<file path="src/design/aigh_pkg.sv">
/*
 * Shared constants, types and decode helpers for the record amplifier
 * gain and headset register slice.
 * Assumes an 8-bit register port already decoded from the control bus.
 */
package aigh_pkg;

	// register offsets on the control port
	localparam logic [7:0] AIGH_OFS_RSVD  = 8'h0d;
	localparam logic [7:0] AIGH_OFS_DRV   = 8'h0e;
	localparam logic [7:0] AIGH_OFS_LGAIN = 8'h0f;
	localparam logic [7:0] AIGH_OFS_RGAIN = 8'h10;
	localparam logic [7:0] AIGH_OFS_LMIX  = 8'h11;

	// reset values
	localparam logic [7:0] AIGH_RST_RSVD  = 8'h00;
	localparam logic [7:0] AIGH_RST_DRV   = 8'h00;
	localparam logic [7:0] AIGH_RST_GAIN  = 8'h80;
	localparam logic [7:0] AIGH_RST_LMIX  = 8'hff;
	localparam logic [7:0] AIGH_RD_UNMAP  = 8'h00;

	// field positions
	localparam int AIGH_BIT_AC   = 7;
	localparam int AIGH_BIT_FD   = 6;
	localparam int AIGH_BIT_HS   = 4;
	localparam int AIGH_BIT_PD   = 3;
	localparam int AIGH_BIT_MUTE = 7;

	// writable bits of the driver register; the rest, except headset bit 4, read back as zero
	localparam logic [7:0] AIGH_DRV_WMASK = 8'hc8;

	// gain and level codes
	localparam logic [6:0] AIGH_GAIN_SAT  = 7'h77;
	localparam logic [3:0] AIGH_LEVEL_MAX = 4'h8;
	localparam logic [3:0] AIGH_LEVEL_OFF = 4'hf;

	typedef struct packed {
		logic       wr;
		logic       rd;
		logic [7:0] addr;
		logic [7:0] wdata;
	} aigh_req_t;

	// atten counts 1.5 dB steps below 0 dB
	typedef struct packed {
		logic       connect;
		logic [3:0] atten;
	} aigh_level_t;

	// reserved codes are treated as disconnected
	function automatic aigh_level_t aigh_level_dec(input logic [3:0] code);
		aigh_level_t l;
		l.connect = (code <= AIGH_LEVEL_MAX);
		l.atten   = l.connect ? code : 4'h0;
		return l;
	endfunction

endpackage

</file>
<file path="src/design/aigh_gain_dec.sv">
/*
 * Registered saturating decode of a 7-bit record amplifier gain code into
 * half-dB steps above 0 dB.
 * Assumes the code comes from a register in the same clock domain.
 */
`timescale 1ns/10ps
module aigh_gain_dec
	import aigh_pkg::*;
(
	input  wire logic       clk,
	input  wire logic       nrst,
	input  wire logic [6:0] code,
	output logic      [6:0] half_db
);

	logic [6:0] half_db_reg;
	logic [6:0] half_db_next;

	// codes above the top step all give the top step
	always_comb begin
		half_db_next = (code > AIGH_GAIN_SAT) ? AIGH_GAIN_SAT : code;
	end

	always_ff @(posedge clk or negedge nrst) begin
		if (!nrst) begin
			half_db_reg <= 7'h00;
		end else begin
			half_db_reg <= half_db_next;
		end
	end

	assign half_db = half_db_reg;

endmodule

</file>
<file path="src/design/aigh_regs.sv">
/*
 * Register slice for the record path: reserved filler, output driver and
 * headset status, left and right record amplifier mute and gain, and the
 * second-input level routing into the left record amplifier mix.
 * Assumes the control bus front end presents one-cycle read or write
 * strobes synchronous to CLK, and a headset detector level on HEADSET_IN.
 */
// What this block does
// RULE1: host writes only zero to reserved filler
// RULE2: bit 7 selects ac-coupled high-power drive
// RULE3: bit 6 flags fully differential output
// RULE4: bit 3 flags pseudodifferential output
// RULE5: host never sets bits 6 and 3
// RULE6: read-only bit 4 reports headset detected
// RULE7: reserved driver bits read zero, written zero
// RULE8: left amplifier muted while bit 7 set
// RULE9: right amplifier muted while bit 7 set
// RULE10: left gain half-dB steps, saturates 59.5 dB
// RULE11: right gain half-dB steps, saturates 59.5 dB
// RULE12: upper nibble sets second left input level
// RULE13: lower nibble sets second right input level
// RULE14: host never writes reserved level codes
`timescale 1ns/10ps
module aigh_regs
	import aigh_pkg::*;
(
	input  wire logic        CLK,
	input  wire logic        NRST,
	input  wire aigh_req_t   REQ,
	input  wire logic        HEADSET_IN,
	output logic      [7:0]  RD_DATA,
	output logic             RD_VALID,
	output logic             HP_AC_COUPLED,
	output logic             OUT_FULL_DIFF,
	output logic             OUT_PSEUDO_DIFF,
	output logic             LEFT_AMP_MUTE,
	output logic             RIGHT_AMP_MUTE,
	output logic      [6:0]  LEFT_AMP_GAIN,
	output logic      [6:0]  RIGHT_AMP_GAIN,
	output aigh_level_t      SECOND_LEFT_INPUT_LVL,
	output aigh_level_t      SECOND_RIGHT_INPUT_LVL
);

	// one-hot offset hit, shared by the write and read paths
	typedef struct packed {
		logic rsvd;
		logic drv;
		logic lgain;
		logic rgain;
		logic lmix;
	} aigh_hit_t;

	logic [7:0]  rsvd_reg;
	logic [7:0]  rsvd_next;
	logic [7:0]  drv_reg;
	logic [7:0]  drv_next;
	logic        hs_reg;
	logic        hs_next;
	logic [7:0]  lgain_reg;
	logic [7:0]  lgain_next;
	logic [7:0]  rgain_reg;
	logic [7:0]  rgain_next;
	logic [7:0]  lmix_reg;
	logic [7:0]  lmix_next;
	logic [7:0]  rd_data_reg;
	logic [7:0]  rd_data_next;
	logic        rd_valid_reg;
	logic        rd_valid_next;
	aigh_level_t l2_reg;
	aigh_level_t l2_next;
	aigh_level_t r2_reg;
	aigh_level_t r2_next;
	logic [7:0]  drv_view;
	aigh_hit_t   hit;

	// unmapped offsets hit nothing, so writes there are dropped
	function automatic aigh_hit_t ofs_hit(input logic [7:0] addr);
		aigh_hit_t h;
		h = '0;
		if (addr == AIGH_OFS_RSVD) begin
			h.rsvd = 1'b1;
		end else if (addr == AIGH_OFS_DRV) begin
			h.drv = 1'b1;
		end else if (addr == AIGH_OFS_LGAIN) begin
			h.lgain = 1'b1;
		end else if (addr == AIGH_OFS_RGAIN) begin
			h.rgain = 1'b1;
		end else if (addr == AIGH_OFS_LMIX) begin
			h.lmix = 1'b1;
		end
		return h;
	endfunction

	always_comb begin
		hit = ofs_hit(REQ.addr);
	end

	// headset flag sits in bit 4, everything else masked to writable bits
	always_comb begin
		drv_view              = drv_reg & AIGH_DRV_WMASK; // RULE7
		drv_view[AIGH_BIT_HS] = hs_reg; // RULE6
	end

	// register writes
	always_comb begin
		rsvd_next  = rsvd_reg;
		drv_next   = drv_reg;
		lgain_next = lgain_reg;
		rgain_next = rgain_reg;
		lmix_next  = lmix_reg;
		if (REQ.wr) begin
			if (hit.rsvd) begin
				// stored as written; the host is expected to keep it zero
				rsvd_next = REQ.wdata; // RULE1
			end else if (hit.drv) begin
				// both output arrangement bits high is not filtered here
				drv_next = REQ.wdata & AIGH_DRV_WMASK; // RULE7
			end else if (hit.lgain) begin
				lgain_next = REQ.wdata;
			end else if (hit.rgain) begin
				rgain_next = REQ.wdata;
			end else if (hit.lmix) begin
				lmix_next = REQ.wdata;
			end
		end
	end

	// headset level is taken as synchronous and follows the detector
	always_comb begin
		hs_next = HEADSET_IN; // RULE6
	end

	// register reads, one cycle after the strobe
	always_comb begin
		rd_valid_next = REQ.rd;
		rd_data_next  = rd_data_reg;
		if (REQ.rd) begin
			if (hit.rsvd) begin
				rd_data_next = rsvd_reg;
			end else if (hit.drv) begin
				rd_data_next = drv_view;
			end else if (hit.lgain) begin
				rd_data_next = lgain_reg;
			end else if (hit.rgain) begin
				rd_data_next = rgain_reg;
			end else if (hit.lmix) begin
				rd_data_next = lmix_reg;
			end else begin
				rd_data_next = AIGH_RD_UNMAP;
			end
		end
	end

	// level fields decoded once into registered routing controls
	always_comb begin
		l2_next = aigh_level_dec(lmix_reg[7:4]); // RULE12
		r2_next = aigh_level_dec(lmix_reg[3:0]); // RULE13
	end

	always_ff @(posedge CLK or negedge NRST) begin
		if (!NRST) begin
			rsvd_reg  <= AIGH_RST_RSVD; // RULE1
			drv_reg   <= AIGH_RST_DRV;
			lgain_reg <= AIGH_RST_GAIN; // RULE8
			rgain_reg <= AIGH_RST_GAIN; // RULE9
			lmix_reg  <= AIGH_RST_LMIX;
		end else begin
			rsvd_reg  <= rsvd_next;
			drv_reg   <= drv_next;
			lgain_reg <= lgain_next;
			rgain_reg <= rgain_next;
			lmix_reg  <= lmix_next;
		end
	end

	always_ff @(posedge CLK or negedge NRST) begin
		if (!NRST) begin
			hs_reg <= 1'b0; // RULE6
		end else begin
			hs_reg <= hs_next;
		end
	end

	always_ff @(posedge CLK or negedge NRST) begin
		if (!NRST) begin
			rd_data_reg  <= AIGH_RD_UNMAP;
			rd_valid_reg <= 1'b0;
		end else begin
			rd_data_reg  <= rd_data_next;
			rd_valid_reg <= rd_valid_next;
		end
	end

	// reset state matches the disconnected code held in the routing register
	always_ff @(posedge CLK or negedge NRST) begin
		if (!NRST) begin
			l2_reg <= '{connect: 1'b0, atten: 4'h0};
			r2_reg <= '{connect: 1'b0, atten: 4'h0};
		end else begin
			l2_reg <= l2_next;
			r2_reg <= r2_next;
		end
	end

	// gain decode adds one register stage behind the gain registers
	aigh_gain_dec u_left_gain (
		.clk     (CLK),
		.nrst    (NRST),
		.code    (lgain_reg[6:0]), // RULE10
		.half_db (LEFT_AMP_GAIN)
	);

	aigh_gain_dec u_right_gain (
		.clk     (CLK),
		.nrst    (NRST),
		.code    (rgain_reg[6:0]), // RULE11
		.half_db (RIGHT_AMP_GAIN)
	);

	assign RD_DATA                = rd_data_reg;
	assign RD_VALID               = rd_valid_reg;
	assign HP_AC_COUPLED          = drv_reg[AIGH_BIT_AC]; // RULE2
	assign OUT_FULL_DIFF          = drv_reg[AIGH_BIT_FD]; // RULE3
	assign OUT_PSEUDO_DIFF        = drv_reg[AIGH_BIT_PD]; // RULE4
	assign LEFT_AMP_MUTE          = lgain_reg[AIGH_BIT_MUTE]; // RULE8
	assign RIGHT_AMP_MUTE         = rgain_reg[AIGH_BIT_MUTE]; // RULE9
	assign SECOND_LEFT_INPUT_LVL  = l2_reg;
	assign SECOND_RIGHT_INPUT_LVL = r2_reg;

endmodule

</file>
<file path="config.mk">
export PLATFORM = sky130hd
export DESIGN_NAME = aigh_regs
export DESIGN_NICKNAME = d
export VERILOG_FILES = /design/src/design/aigh_pkg.sv /design/src/design/aigh_gain_dec.sv /design/src/design/aigh_regs.sv
export SDC_FILE = /design/constraint.sdc
export NUM_CORES = 1
export LEC_CHECK = 0
export BUFFER_PORTS_ARGS = -buffer_cell sky130_fd_sc_hd__buf_2
export CAP_MARGIN = 0
export CORE_ASPECT_RATIO = 0.6
export CORE_MARGIN = 5
export CORE_UTILIZATION = 53
export CTS_CLUSTER_SIZE = 14
export DETAILED_ROUTE_END_ITERATION = 7
export PLACE_DENSITY = 0.85
export SYNTH_ARGS = -nofsm -noshare
export SYNTH_HDL_FRONTEND = slang
export SYNTH_SLANG_ARGS = --single-unit
</file>
<file path="constraint.sdc">
create_clock -name CLK -period 2.7 [get_ports CLK]
set_input_delay 0.27 -clock CLK [delete_from_list [all_inputs] [get_ports CLK]]
set_output_delay 0.27 -clock CLK [all_outputs]
set_load 0.1 [all_outputs]
</file>
Word-level counts from Yosys, hierarchy flattened --
Cells that the tools add are included.
Cells by class: $lt $le $gt $ge 4, equal/unequal tests 5, muxes and demuxes 18, bitwise operators 4, reductions and logical operators 5
Operator list (number):
- $mux 8 | 5
- $eq 8x4->1 const B | 3
- $eq 8x5->1 const B | 2
- $gt 7x7->1 const B | 2
- $mux 7 | 2
- $mux 4 | 3
- $le 4x4->1 const B | 2
- $mux 1 | 6
- $reduce_and 6->1 | 1
- $reduce_and 5->1 | 1
- $not 1->1 | 4
- $reduce_and 4->1 | 1
- $mux 3 | 1
- $reduce_and 3->1 | 1
- $mux 2 | 1
- $reduce_and 2->1 | 1
Storage, ports and cells: register bits 69, bits of input ports 21, output and inout bits 38, word-level logic and storage cells 50

Depth between registers and ports, before layout --
depth in word-level cells 11, mapped depth 5, depth with buffers taken out 4

By module --
From an unflattened synthesis, not the netlist that was laid out.
Second synthesis, totals: cells, all modules 221, area total of the unflattened synthesis 2912.8 um^2
By module, submodules not included:
- aigh_regs | times used 1, cells an instance 189, area each 2457.4 um^2, sequential area each 1388.8 um^2
- aigh_gain_dec | times used 2, cells an instance 16, area each 227.7 um^2, sequential area each 175.2 um^2

Least setup slack after synthesis --
No wires, ideal clock.
kind in2reg, from in REQ[15] (netlist name), to reg lmix_reg[0], library setup time 82 ps, arrival 1746 ps, data required time 2618 ps, path slack 871 ps, cell stages on the path 5, path buffers 1, path through or3_4 -> nor4_4 -> and3_1 -> buf_6 -> mux2_2
Between the ends: word-level cells in the longest chain between the ends 7, elaborated cells on any way between the ends 19, classes of those cells 5 x eq/ne; 9 x mux; 4 x bitwise; 1 x reduce/logical
RTL lines:
- from (decl) | RTL line aigh_regs.sv:29 | input wire aigh_req_t REQ,
- $eq 8x5->1, on equally long branches | RTL line aigh_regs.sv:88, aigh_regs.sv:86
- $mux 1, on equally long branches | RTL line aigh_regs.sv:88, aigh_regs.sv:86
- $mux 1 / $mux 2 (equally long branches) | RTL line aigh_regs.sv:86, aigh_regs.sv:84
- $mux 2 / $mux 3 (equally long branches) | RTL line aigh_regs.sv:84, aigh_regs.sv:82
- $mux 3 / $mux 4 (equally long branches) | RTL line aigh_regs.sv:82, aigh_regs.sv:80
- $mux 4 / $not 1->1 (equally long branches)
- $reduce_and 6->1 (no source line) *
- to (signal assigned) | RTL line aigh_regs.sv:172 | lmix_reg <= lmix_next;
- to (decl) | RTL line aigh_regs.sv:63 | logic [7:0] lmix_reg;
Mark *: on every way between the ends. The rest lies on a longest branch, timed or not. A chain may end at the register's enable or synchronous reset.

Worst setup path after layout --
from in REQ[8] (netlist name), to reg lgain_reg[4]
Between the ends: word-level cells in the longest chain between the ends 5, elaborated cells on any way between the ends 11, classes of those cells 3 x eq/ne; 5 x mux; 2 x bitwise; 1 x reduce/logical
RTL lines:
- $eq 8x4->1, on equally long branches | RTL line aigh_regs.sv:84, aigh_regs.sv:82
- $mux 1, on equally long branches | RTL line aigh_regs.sv:84, aigh_regs.sv:82
- $mux 3 / $mux 4 (equally long branches) | RTL line aigh_regs.sv:82, aigh_regs.sv:80
- $mux 4 / $not 1->1 (equally long branches)
- $reduce_and 4->1 (no source line) *
- to (signal assigned) | RTL line aigh_regs.sv:170 | lgain_reg <= lgain_next;
- to (decl) | RTL line aigh_regs.sv:59 | logic [7:0] lgain_reg;
Marked as above.

==> metrics.csv <==
stage,metric,value,unit
outcome,status,finished clean,
floorplanning,fp.dieW,104.2,µm
cts,cts_sinks,69,
power,pwr-share-clk,0.362,
final_layout,layout_commonest_cell,dfrtp_1,
routing,dr.pass1.iters,4,
power,combinationalPowerShare,0.137,
synth,async_reset_ff_frac,1.000,
global_routing,grt_max_degree,39,
routing,dr_wl_met3,569,µm
final_layout,final_cell_mix,"dfrtp_1, buf_2, mux2_2",
global_routing,grt_pass1_wl,10.05,mm
setup_path,regToRegSetupSlack,1390,ps
setup_path,required,2920,ps
power,power_density,659.0,mW/mm²
power,seq_power_share,0.501,
sta,fmax,0.5640,GHz
placement,numPortBuffers,58,
min_path,hp-class,in2reg,
floorplanning,row_count,20,
synth,synth_area,0.002821,mm²
power,p_sw,615.5,µW
sta,clock_skew,6.905,ps
power,total_power,2218,µW
routing,drt_iter0_markers,117,
cts,cts-root-buf,clkbuf_8,
synth,syn_nets,229,
routing,wl_per_cell,17.84,µm
routing,wl_met1,2.833,mm
floorplanning,fp.dieH,66.52,µm
sta,tightest_slew,726.5,ps
cts,worst_skew_pair.late_latency,340,ps
synth,synth_edf_count,0,
floorplanning,io_pins,59,
synth,ys_ff_latch,69,
setup_path,crit_path_max_fanout,14,
sta,maxSlewViolCount,0,
synth,yosysUniqueCellTypes,28,
final_layout,area_growth_syn_to_layout,19.29,%
routing,via_count,1928,
setup_path,critPathLaunchType,primary input,
synth,yosysSeqAreaShare,0.6164,
synth,syn-mean-instance-area,13.56,µm²
placement,place_inst,322,
synth,synthFlopType,dfrtp_1,
synth,ys_warn_count,0,
sta,fin_crit_sh,0.6567,
flow_run,drv_cap,0,
power,p_leak,0.001728,µW
global_routing,grt_antenna_before_repair,0,
global_routing,overflow,0,
routing,remaining_drc_errors,0,
cts,cts_tree,built,
global_routing,grt_util_all_layers,0.1926,
floorplanning,start_util,0.5527,
sta,setup_tns,0,ps
routing,route.met2.wl,2.600,mm
cts,path_clk_slew,60,ps
floorplanning,core_area,0.005105,mm²
setup_path,cp.arrival,1990,ps
final_layout,layout-drive-gt1-share,0.4762,
routing,drtAntennaViolNets,0,
cts,htree_levels,3,
placement,dp_hpwl,4.480,mm
routing,via_per_inst,5.687,
placement,place.gp.congestion,0.8334,
floorplanning,dieArea,0.006931,mm²
routing,wirelength,6.049,mm
cts,clock_path_buffers,2,
final_layout,fin_nets,289,
sta,hold_ws,37.35,ps
routing,top_layer,met4,
power,p_int,1603,µW
setup_path,criticalPathCategory,in2reg,
final_layout,stdcell_count,339,
global_routing,grt_pass1_vias,1893,
cts,cts-resized-gates,0,
sta,finalHoldViolCount,0,
cts,numCtsBuffers,9,
power,swShare,0.2775,
sta,rsz0062_at_grt,false,
final_layout,diodes,0,
sta,finalCriticalPeriod,1773,ps
setup_path,cp-end-kind,flop,
synth,syn_inst,208,
sta,max-slew-margin-rel,0.5157,
sta,setup_viol,0,
power,ir_drop,0.3366,mV
-- metal layers --
layer  vias to the layer above  GRT usage
li1                        863          -
met1                       968     0.2703
met2                        92     0.2794
met3                         5    0.06583
met4                         0    0.06785
met5                         -          0
-- synthesized netlist by cell type (all sizes together), types with 4 or more instances --
master	instances	area, µm²
buf	4	23.77
dfstp	10	262.8
dfrtp	59	1476
o311ai	4	35.03
nor2b	14	87.58
mux2	43	484.2
nand3	4	20.02
nand2b	9	56.30
clkbuf	8	30.03
a31oi	4	25.02
nand2	7	31.28
a21oi	16	80.08
o31ai	4	30.03
a22o	4	35.03
-- what timing repair did --
| item | in CTS | in global routing |
|---|---|---|
| buffers inserted | 0 | 0 |
| hold buffers | 1 | 0 |
| hold endpoints to repair | 23 | 0 |
-- final timing paths --
check,from,to,cells past startpoint
min in group asynchronous,NRST,RD_DATA[1]$_DFFE_PN0P_,2
max in group asynchronous,NRST,lmix_reg[3]$_DFFE_PN1P_,3
setup reg to reg,lmix_reg[1]$_DFFE_PN1P_,RD_DATA[1]$_DFFE_PN0P_,3
setup / recovery,REQ[8],lgain_reg[4]$_DFFE_PN0P_,5
hold reg to reg,rgain_reg[4]$_DFFE_PN0P_,u_right_gain.half_db[4]$_DFF_PN0_,0
hold / removal,HEADSET_IN,hs_reg$_DFF_PN0_,1
-- per-stage QoR --
stage,cell area (µm²),setup slack [ps],util
6_report,3366,926.9,0.6593
5_1_grt,3366,782.9,0.6593
4_1_cts,3366,967.3,0.6593
3_5_place_dp,3168,611.2,0.6206
3_3_place_gp,3168,660.6,0.6206
2_1_floorplan,2821,871.5,-
-- final cells by class --
type / instances / area, µm²
Sequential cell: 69 / 1739
Fill cell: 389 / 1739
Multi-Input combinational cell: 126 / 1025
Timing Repair Buffer: 61 / 327.8
Clock buffer: 14 / 152.6
Tap cell: 66 / 82.58
Clock inverter: 2 / 35.03
Inverter: 1 / 3.754
-- power groups by stage --
stage | Clock [µW] | Sequential [µW] | Combinational, µW
floorplan | 0 | 1280 | 61.3
global placement | 0 | 1130 | 300
detailed placement | 0 | 1130 | 305
CTS | 824 | 1110 | 307
global route | 875 | 1120 | 320
finish | 804 | 1110 | 304
-- cells by family (layout without fill, tap and decap cells) --
| group | after synthesis | after routing | share of synthesized area |
|---|---|---|---|
| buf+inv | 13 | 78 | 0.02040 |
| mux | 43 | 43 | 0.1716 |
| compound gates | 33 | 33 | 0.07539 |
| simple gates | 50 | 50 | 0.1162 |
| flops | 69 | 69 | 0.6164 |
-- critical path: stages --
cell and delay, ps:
buf_2 250, and2_1 360, nor3b_2 530, nand2_2 250, mux2_2 330
Note: power is estimated with default switching activity, not from simulation.
